[config.mk]
export PLATFORM = sky130hd
export DESIGN_NAME = irq_pin_ctrl
export DESIGN_NICKNAME = d
export VERILOG_FILES = /design/src/rtl/irq_pin_pkg.sv /design/src/rtl/irq_pin_ctrl.sv /design/src/rtl/irq_pin_drive.sv /design/src/rtl/irq_source_flags.sv
export SDC_FILE = /design/constraint.sdc
export NUM_CORES = 1
export LEC_CHECK = 0
export ABC_AREA = 1
export BUFFER_PORTS_ARGS = -buffer_cell sky130_fd_sc_hd__clkbuf_2
export CORE_MARGIN = 1.5
export CORE_UTILIZATION = 42
export DETAILED_ROUTE_END_ITERATION = 12
export GPL_ROUTABILITY_DRIVEN = 0
export PLACE_DENSITY = 0.76
export SLEW_MARGIN = 5
export SYNTH_ARGS = -nofsm -noshare
export SYNTH_HDL_FRONTEND = slang
export SYNTH_SLANG_ARGS = --single-unit
[constraint.sdc]
create_clock -name sys_clk_i -period 1.4 [get_ports sys_clk_i]
set_input_delay 0.28 -clock sys_clk_i [delete_from_list [all_inputs] [get_ports sys_clk_i]]
set_output_delay 0.28 -clock sys_clk_i [all_outputs]
set_load 0.05 [all_outputs]
[src/rtl/irq_pin_pkg.sv]
// Purpose: shared constants and carrier types of the host interrupt pin stage
// Assumes: 32-bit AXI4-Lite register access, byte address = 4 * register index
// Notes:   pin control fields occupy bits 15..11 of a 16-bit register
package irq_pin_pkg;

  localparam int unsigned ADDR_W = 8;
  localparam int unsigned DATA_W = 32;
  localparam int unsigned NUM_SRC = 2;

  // register indices; the byte address is four times the index
  localparam int unsigned IDX_STATUS   = 32'h26;
  localparam int unsigned IDX_ENABLE   = 32'h28;
  localparam int unsigned IDX_PIN_CTRL = 32'h2a;
  localparam logic [ADDR_W-1:0] ADDR_STATUS   = ADDR_W'(IDX_STATUS * 4);
  localparam logic [ADDR_W-1:0] ADDR_ENABLE   = ADDR_W'(IDX_ENABLE * 4);
  localparam logic [ADDR_W-1:0] ADDR_PIN_CTRL = ADDR_W'(IDX_PIN_CTRL * 4);

  // interrupt source positions in status and enable
  localparam int unsigned SRC_WRITE_ERR = 0;
  localparam int unsigned SRC_READ_ERR  = 1;

  // pin control field positions
  localparam int unsigned GATE_A_BIT  = 15;
  localparam int unsigned STYLE_B_BIT = 14;
  localparam int unsigned STYLE_A_BIT = 13;
  localparam int unsigned POL_B_BIT   = 12;
  localparam int unsigned POL_A_BIT   = 11;
  localparam int unsigned CTRL_LSB    = POL_A_BIT;
  localparam int unsigned CTRL_W      = 5;

  localparam logic [15:0]        PIN_CTRL_RESET = 16'h0000;
  localparam logic [NUM_SRC-1:0] ENABLE_RESET   = 2'h0;
  localparam logic [NUM_SRC-1:0] STATUS_RESET   = 2'h0;

  localparam logic [1:0] RESP_OKAY   = 2'h0;
  localparam logic [1:0] RESP_SLVERR = 2'h2;

  typedef struct packed {
    logic              awvalid;
    logic [ADDR_W-1:0] awaddr;
    logic              wvalid;
    logic [DATA_W-1:0] wdata;
    logic [3:0]        wstrb;
    logic              bready;
    logic              arvalid;
    logic [ADDR_W-1:0] araddr;
    logic              rready;
  } axil_req_t;

  typedef struct packed {
    logic              awready;
    logic              wready;
    logic              bvalid;
    logic [1:0]        bresp;
    logic              arready;
    logic              rvalid;
    logic [DATA_W-1:0] rdata;
    logic [1:0]        rresp;
  } axil_rsp_t;

  // same order as bits 15..11 of the pin control register
  typedef struct packed {
    logic gate_a;
    logic style_b;
    logic style_a;
    logic pol_b;
    logic pol_a;
  } pin_ctrl_t;

  typedef struct packed {
    logic out;
    logic oe;
  } pin_t;

endpackage

[src/rtl/irq_pin_ctrl.sv]
// Purpose: host interrupt pin stage with AXI4-Lite register access
// Assumes: source events come from logic on sys_clk_i as one-cycle pulses
// Notes:   pin outputs and bus answers are registered; pins lag one cycle
//
// Added by the designer: the AXI4-Lite register port.
`timescale 1ns/10ps
`default_nettype none

module irq_pin_ctrl (
  input  wire logic                   sys_clk_i,
  input  wire logic                   rst_i,
  input  wire irq_pin_pkg::axil_req_t bus_req_i,
  output var irq_pin_pkg::axil_rsp_t  bus_rsp_o,
  input  wire logic                   write_err_i,
  input  wire logic                   read_err_i,
  output logic                        irq_o,
  output logic                        irq_out_a_o,
  output logic                        irq_out_a_oe_o,
  output logic                        irq_out_b_o,
  output logic                        irq_out_b_oe_o
);

  typedef enum logic [1:0] {SEL_NONE, SEL_STATUS, SEL_ENABLE, SEL_PIN_CTRL} sel_t;

  typedef struct packed {
    logic                                awready;
    logic                                wready;
    logic                                arready;
    logic                                aw_held;
    logic                                w_held;
    logic [irq_pin_pkg::ADDR_W-1:0]      awaddr;
    logic [irq_pin_pkg::DATA_W-1:0]      wdata;
    logic [3:0]                          wstrb;
    logic                                bvalid;
    logic [1:0]                          bresp;
    logic                                rvalid;
    logic [irq_pin_pkg::DATA_W-1:0]      rdata;
    logic [1:0]                          rresp;
    irq_pin_pkg::pin_ctrl_t              pin_ctrl;
    logic [irq_pin_pkg::NUM_SRC-1:0]     enable;
    logic                                irq;
    irq_pin_pkg::pin_t                   pin_a;
    irq_pin_pkg::pin_t                   pin_b;
  } ctrl_state_t;

  ctrl_state_t                     s_reg;
  ctrl_state_t                     s_next;
  logic [irq_pin_pkg::NUM_SRC-1:0] events;
  logic [irq_pin_pkg::NUM_SRC-1:0] clear;
  logic [irq_pin_pkg::NUM_SRC-1:0] status;
  logic                            pending;
  logic [1:0]                      pin_active;
  logic [1:0]                      pin_pol;
  logic [1:0]                      pin_style;
  irq_pin_pkg::pin_t               pin_next [2];

  function automatic sel_t decode(input logic [irq_pin_pkg::ADDR_W-1:0] addr);
    sel_t sel;
    sel = SEL_NONE;
    if (addr == irq_pin_pkg::ADDR_STATUS)
      sel = SEL_STATUS;
    else if (addr == irq_pin_pkg::ADDR_ENABLE)
      sel = SEL_ENABLE;
    else if (addr == irq_pin_pkg::ADDR_PIN_CTRL)
      sel = SEL_PIN_CTRL;
    return sel;
  endfunction

  always_comb
  begin
    events = '0;
    events[irq_pin_pkg::SRC_WRITE_ERR] = write_err_i;
    events[irq_pin_pkg::SRC_READ_ERR]  = read_err_i;
  end

  irq_source_flags u_flags (
    .sys_clk_i (sys_clk_i),
    .rst_i     (rst_i),
    .event_i   (events),
    .clear_i   (clear),
    .enable_i  (s_reg.enable),
    .status_o  (status),
    .pending_o (pending)
  );

  // index 0 is pin a, index 1 is pin b
  always_comb
  begin
    pin_active[0] = pending & s_reg.pin_ctrl.gate_a;
    pin_active[1] = pending;
    pin_pol[0]    = s_reg.pin_ctrl.pol_a;
    pin_pol[1]    = s_reg.pin_ctrl.pol_b;
    pin_style[0]  = s_reg.pin_ctrl.style_a;
    pin_style[1]  = s_reg.pin_ctrl.style_b;
  end

  for (genvar g = 0; g < 2; g++)
  begin : g_pin
    irq_pin_drive u_drive (
      .active_i (pin_active[g]),
      .pol_i    (pin_pol[g]),
      .style_i  (pin_style[g]),
      .pin_o    (pin_next[g])
    );
  end

  always_comb
  begin
    s_next = s_reg;
    clear  = '0;
    if (s_reg.bvalid && bus_req_i.bready)
      s_next.bvalid = 1'b0;
    if (s_reg.rvalid && bus_req_i.rready)
      s_next.rvalid = 1'b0;
    if (bus_req_i.awvalid && s_reg.awready)
    begin
      s_next.aw_held = 1'b1;
      s_next.awaddr  = bus_req_i.awaddr;
    end
    if (bus_req_i.wvalid && s_reg.wready)
    begin
      s_next.w_held = 1'b1;
      s_next.wdata  = bus_req_i.wdata;
      s_next.wstrb  = bus_req_i.wstrb;
    end
    // write happens once address and data are both held
    if (s_reg.aw_held && s_reg.w_held && !s_reg.bvalid)
    begin
      s_next.aw_held = 1'b0;
      s_next.w_held  = 1'b0;
      s_next.bvalid  = 1'b1;
      s_next.bresp   = irq_pin_pkg::RESP_OKAY;
      unique case (decode(s_reg.awaddr))
        SEL_STATUS:
          if (s_reg.wstrb[0])
            clear = s_reg.wdata[irq_pin_pkg::NUM_SRC-1:0];
        SEL_ENABLE:
          if (s_reg.wstrb[0])
            s_next.enable = s_reg.wdata[irq_pin_pkg::NUM_SRC-1:0];
        SEL_PIN_CTRL:
          if (s_reg.wstrb[1])
            s_next.pin_ctrl = s_reg.wdata[irq_pin_pkg::CTRL_LSB +: irq_pin_pkg::CTRL_W];
        SEL_NONE:
          s_next.bresp = irq_pin_pkg::RESP_SLVERR;
      endcase
    end
    s_next.awready = !s_next.aw_held;
    s_next.wready  = !s_next.w_held;
    if (bus_req_i.arvalid && s_reg.arready)
    begin
      s_next.rvalid = 1'b1;
      s_next.rresp  = irq_pin_pkg::RESP_OKAY;
      s_next.rdata  = '0;
      unique case (decode(bus_req_i.araddr))
        SEL_STATUS:
          s_next.rdata[irq_pin_pkg::NUM_SRC-1:0] = status;
        SEL_ENABLE:
          s_next.rdata[irq_pin_pkg::NUM_SRC-1:0] = s_reg.enable;
        SEL_PIN_CTRL:
          s_next.rdata[irq_pin_pkg::CTRL_LSB +: irq_pin_pkg::CTRL_W] = s_reg.pin_ctrl;
        SEL_NONE:
          s_next.rresp = irq_pin_pkg::RESP_SLVERR;
      endcase
    end
    s_next.arready = !s_next.rvalid;
    s_next.irq     = pending;
    s_next.pin_a   = pin_next[0];
    s_next.pin_b   = pin_next[1];
  end

  always_ff @(posedge sys_clk_i or posedge rst_i)
  begin
    if (rst_i)
    begin
      s_reg          <= '0;
      s_reg.awready  <= 1'b1;
      s_reg.wready   <= 1'b1;
      s_reg.arready  <= 1'b1;
      s_reg.pin_ctrl <= irq_pin_pkg::PIN_CTRL_RESET[irq_pin_pkg::CTRL_LSB +: irq_pin_pkg::CTRL_W];
      s_reg.enable   <= irq_pin_pkg::ENABLE_RESET;
    end
    else
    begin
      s_reg <= s_next;
    end
  end

  assign bus_rsp_o.awready = s_reg.awready;
  assign bus_rsp_o.wready  = s_reg.wready;
  assign bus_rsp_o.bvalid  = s_reg.bvalid;
  assign bus_rsp_o.bresp   = s_reg.bresp;
  assign bus_rsp_o.arready = s_reg.arready;
  assign bus_rsp_o.rvalid  = s_reg.rvalid;
  assign bus_rsp_o.rdata   = s_reg.rdata;
  assign bus_rsp_o.rresp   = s_reg.rresp;
  assign irq_o             = s_reg.irq;
  assign irq_out_a_o       = s_reg.pin_a.out;
  assign irq_out_a_oe_o    = s_reg.pin_a.oe;
  assign irq_out_b_o       = s_reg.pin_b.out;
  assign irq_out_b_oe_o    = s_reg.pin_b.oe;
endmodule

`default_nettype wire

[src/rtl/irq_pin_drive.sv]
// Purpose: output stage of one interrupt request pin
// Assumes: active_i is the request this pin should signal
// Notes:   purely combinational; the caller registers the result
`timescale 1ns/10ps
`default_nettype none

module irq_pin_drive (
  input  wire logic            active_i,
  input  wire logic            pol_i,
  input  wire logic            style_i,
  output var irq_pin_pkg::pin_t pin_o
);

  always_comb
  begin
    // active level is high when pol_i is set, low otherwise
    pin_o.out = active_i ~^ pol_i;
    // float only in the open-drain style, active-low polarity, while idle
    pin_o.oe  = style_i | pol_i | active_i;
  end

endmodule

`default_nettype wire

[src/rtl/irq_source_flags.sv]
// Purpose: sticky status flags of the interrupt sources and the pending term
// Assumes: events and clears are one-cycle pulses on sys_clk_i
// Notes:   an event in the clear cycle keeps its flag set
`timescale 1ns/10ps
`default_nettype none

module irq_source_flags (
  input  wire logic                          sys_clk_i,
  input  wire logic                          rst_i,
  input  wire logic [irq_pin_pkg::NUM_SRC-1:0] event_i,
  input  wire logic [irq_pin_pkg::NUM_SRC-1:0] clear_i,
  input  wire logic [irq_pin_pkg::NUM_SRC-1:0] enable_i,
  output logic      [irq_pin_pkg::NUM_SRC-1:0] status_o,
  output logic                               pending_o
);

  typedef struct packed {
    logic [irq_pin_pkg::NUM_SRC-1:0] status;
  } flags_state_t;

  flags_state_t s_reg;
  flags_state_t s_next;

  always_comb
  begin
    s_next = s_reg;
    // flag records the event whatever its enable holds
    s_next.status = (s_reg.status & ~clear_i) | event_i;
  end

  always_ff @(posedge sys_clk_i or posedge rst_i)
  begin
    if (rst_i)
    begin
      s_reg.status <= irq_pin_pkg::STATUS_RESET;
    end
    else
    begin
      s_reg <= s_next;
    end
  end

  assign status_o  = s_reg.status;
  assign pending_o = |(s_reg.status & enable_i);
endmodule

`default_nettype wire
==> impl_metrics.tcl <==
set metrics [dict create \
    first_global_vias 1622 \
    grt_max_degree 48 \
    rows 27 \
    synthArstFlopShare 1.00 \
    worstPathBufferInverterCount 1 \
    worstPathRequired_ps 1120 \
    ir_drop_uv 1070 \
    grt_pass1_wl_um 6850 \
    root_buffer "clkbuf_8" \
    drtIter0Drc 64 \
    synth_top_family_by_area "simple AND/OR/NAND/NOR gates" \
    finalMaxSlewViolations 0 \
    power_leakage_uw 0.00153 \
    grt-ovfl-total 0 \
    fillCellCount 527 \
    synth-simple-area-share 0.271 \
    fin_crit_sh 0.974 \
    min_path_type "in2reg" \
    clockBufferDepth 2 \
    layout-drive-gt1-share 0.236 \
    rsz0062_at_grt "false" \
    grt.total_usage 0.139 \
    initial_core_util 0.431 \
    htreeDepth 2 \
    crit_family "flip-flops" \
    cts.sinks 47 \
    synthToLayoutAreaGrowth_pct 12.1 \
    worstPathMaxFanout 2 \
    fmaxAchievable_ghz 0.733 \
    status "complete, no violations" \
    cpPeakStageDelay_ps 540 \
    die_y_um 77.7 \
    synth-seq-cells 47 \
    numCtsBuffers 5 \
    layout_common_cells "102 x nand2_1, 49 x clkbuf_2, 44 x dfrtp_1" \
    dr.pass1.iters 4 \
    route.detailed.drc 0 \
    die_x_um 77.7 \
    via_per_inst 4.22 \
    reg2reg_slack_ps 190 \
    synth-edff-count 0 \
    skew_ps 7.12 \
    floorplan.die_area_um2 6040 \
    post-route-cell-area_um2 2630 \
    antenna_found_initial 0 \
    mostFrequentLayoutCell "nand2_1" \
    synth_compound_area_frac 0.0309 \
    ioPinCount 107 \
    setup.worst_path.start_class "register" \
    period_needed_ps 1360 \
    placed_cell_area_um2 2500 \
    hpwl_um 3000 \
    port-buffer-count 52 \
    crit_type "reg2out" \
    cap_violations 0 \
    syn_area_per_cell_um2 8.26 \
    setup_viol 0 \
    wire_per_inst_um 9.81 \
    antenna_cells 0 \
    coreArea_um2 5440 \
    fin_tns_setup_ps 0 \
    cp_cell_sequence "buf_2" \
    slowest_stage "dfstp_2" \
    final_nets 390 \
    ys.flop_type "dfrtp_1" \
    end_kind "output port" \
    largest_reg_flops 22 \
    ys_seq_area_frac 0.503 \
    ant_nets 0 \
    finalHoldViolCount 0 \
    hold_ws_ps 159 \
    cts_tree "built" \
    synth_xor_area_frac 0.00373 \
    synth_mux_area_frac 0 \
    wirelength_um 3940 \
    vias 1698 \
    report.power.total_uw 4520 \
    ys_types 23 \
    synthCells 284 \
    synth-adder-area-share 0 \
    p_per_area_nw_per_um2 1720 \
    clkTransAtPathRegs_ps 90 \
    syn-cell-area_um2 2350 \
    clk_latency_ps 290 \
    cp.arrival_ps 1080 \
    yosysWarnings 0 \
]
==> timing repair <==
action,4_1_cts,5_1_grt
hold endpoints to repair,15,0
setup buffers,0,0
endpoints found under the setup margin,1,2
resized for setup,1,3
hold buffers,1,0
==> final cells by class <==
type / instances / area, um2 / share of cell area
tap: 72 / 90.1 / 0.0343
clock inverter: 2 / 37.5 / 0.0143
multi-input combinational: 186 / 818 / 0.311
timing repair buffer: 55 / 303 / 0.115
sequential: 47 / 1180 / 0.449
clock buffer: 6 / 72.6 / 0.0276
inverter: 34 / 128 / 0.0485
==> cells by family (layout without fill, tap and decap cells) <==
kind of cell,Yosys count,after routing
xor+xnor,1,1
buf+inv,77,97
compound gates,13,13
other cells,1,27
simple gates,145,145
flops,47,47
==> layer usage <==
layer  vias up  GRT usage  share of wire
li1        886          -              -
met1       759      0.180           0.48
met2        51      0.238           0.47
met3         2     0.0247          0.051
met4         0     0.0382         0.0079
met5         -          0              0
==> worst paths after layout <==
| check | from | to | depth (start not counted) |
|---|---|---|---|
| max | bus_rsp_o[39] | bus_rsp_o[39] | 1 |
| min | bus_req_i[10] | bus_rsp_o[38] | 2 |
| max reg2reg | bus_rsp_o[40] | s_reg[95] | 4 |
| min reg2reg | bus_rsp_o[34] | bus_rsp_o[35] | 1 |
| max in group asynchronous | rst_i | bus_rsp_o[35] | 4 |
| min in group asynchronous | rst_i | s_reg[94] | 4 |
==> report_power, final <==
part	switching [uW]	total [uW]	internal [uW]
Clock	437	969	533
Combinational	1130	1530	395
Sequential	255	2020	1770
==> per-stage QoR <==
| step | instances | worst slack [ps] | utilization |
|---|---|---|---|
| finish | 402 | 36.1 | 0.483 |
| global route | 402 | 0.365 | 0.483 |
| detailed placement | 393 | 211 | 0.460 |
| CTS | 402 | 10.3 | 0.483 |
| global placement | 393 | 239 | 0.460 |
| floorplan | 310 | 8.85 | - |
==> Yosys cell counts, types with 2 or more instances <==
cell	number	area, um2
nand3_1	19	95.1
nand2_1	102	383
buf_2	2	10.0
nand3_2	2	20.0
inv_2	2	7.51
a21oi_1	2	10.0
dfstp_2	3	78.8
nor2_1	11	41.3
dfrtp_1	44	1100
nand4_1	2	12.5
buf_4	41	308
o21ai_0	10	50.1
inv_1	32	120
nor2_4	3	33.8
No activity file was read; power rests on OpenSTA's default activity.
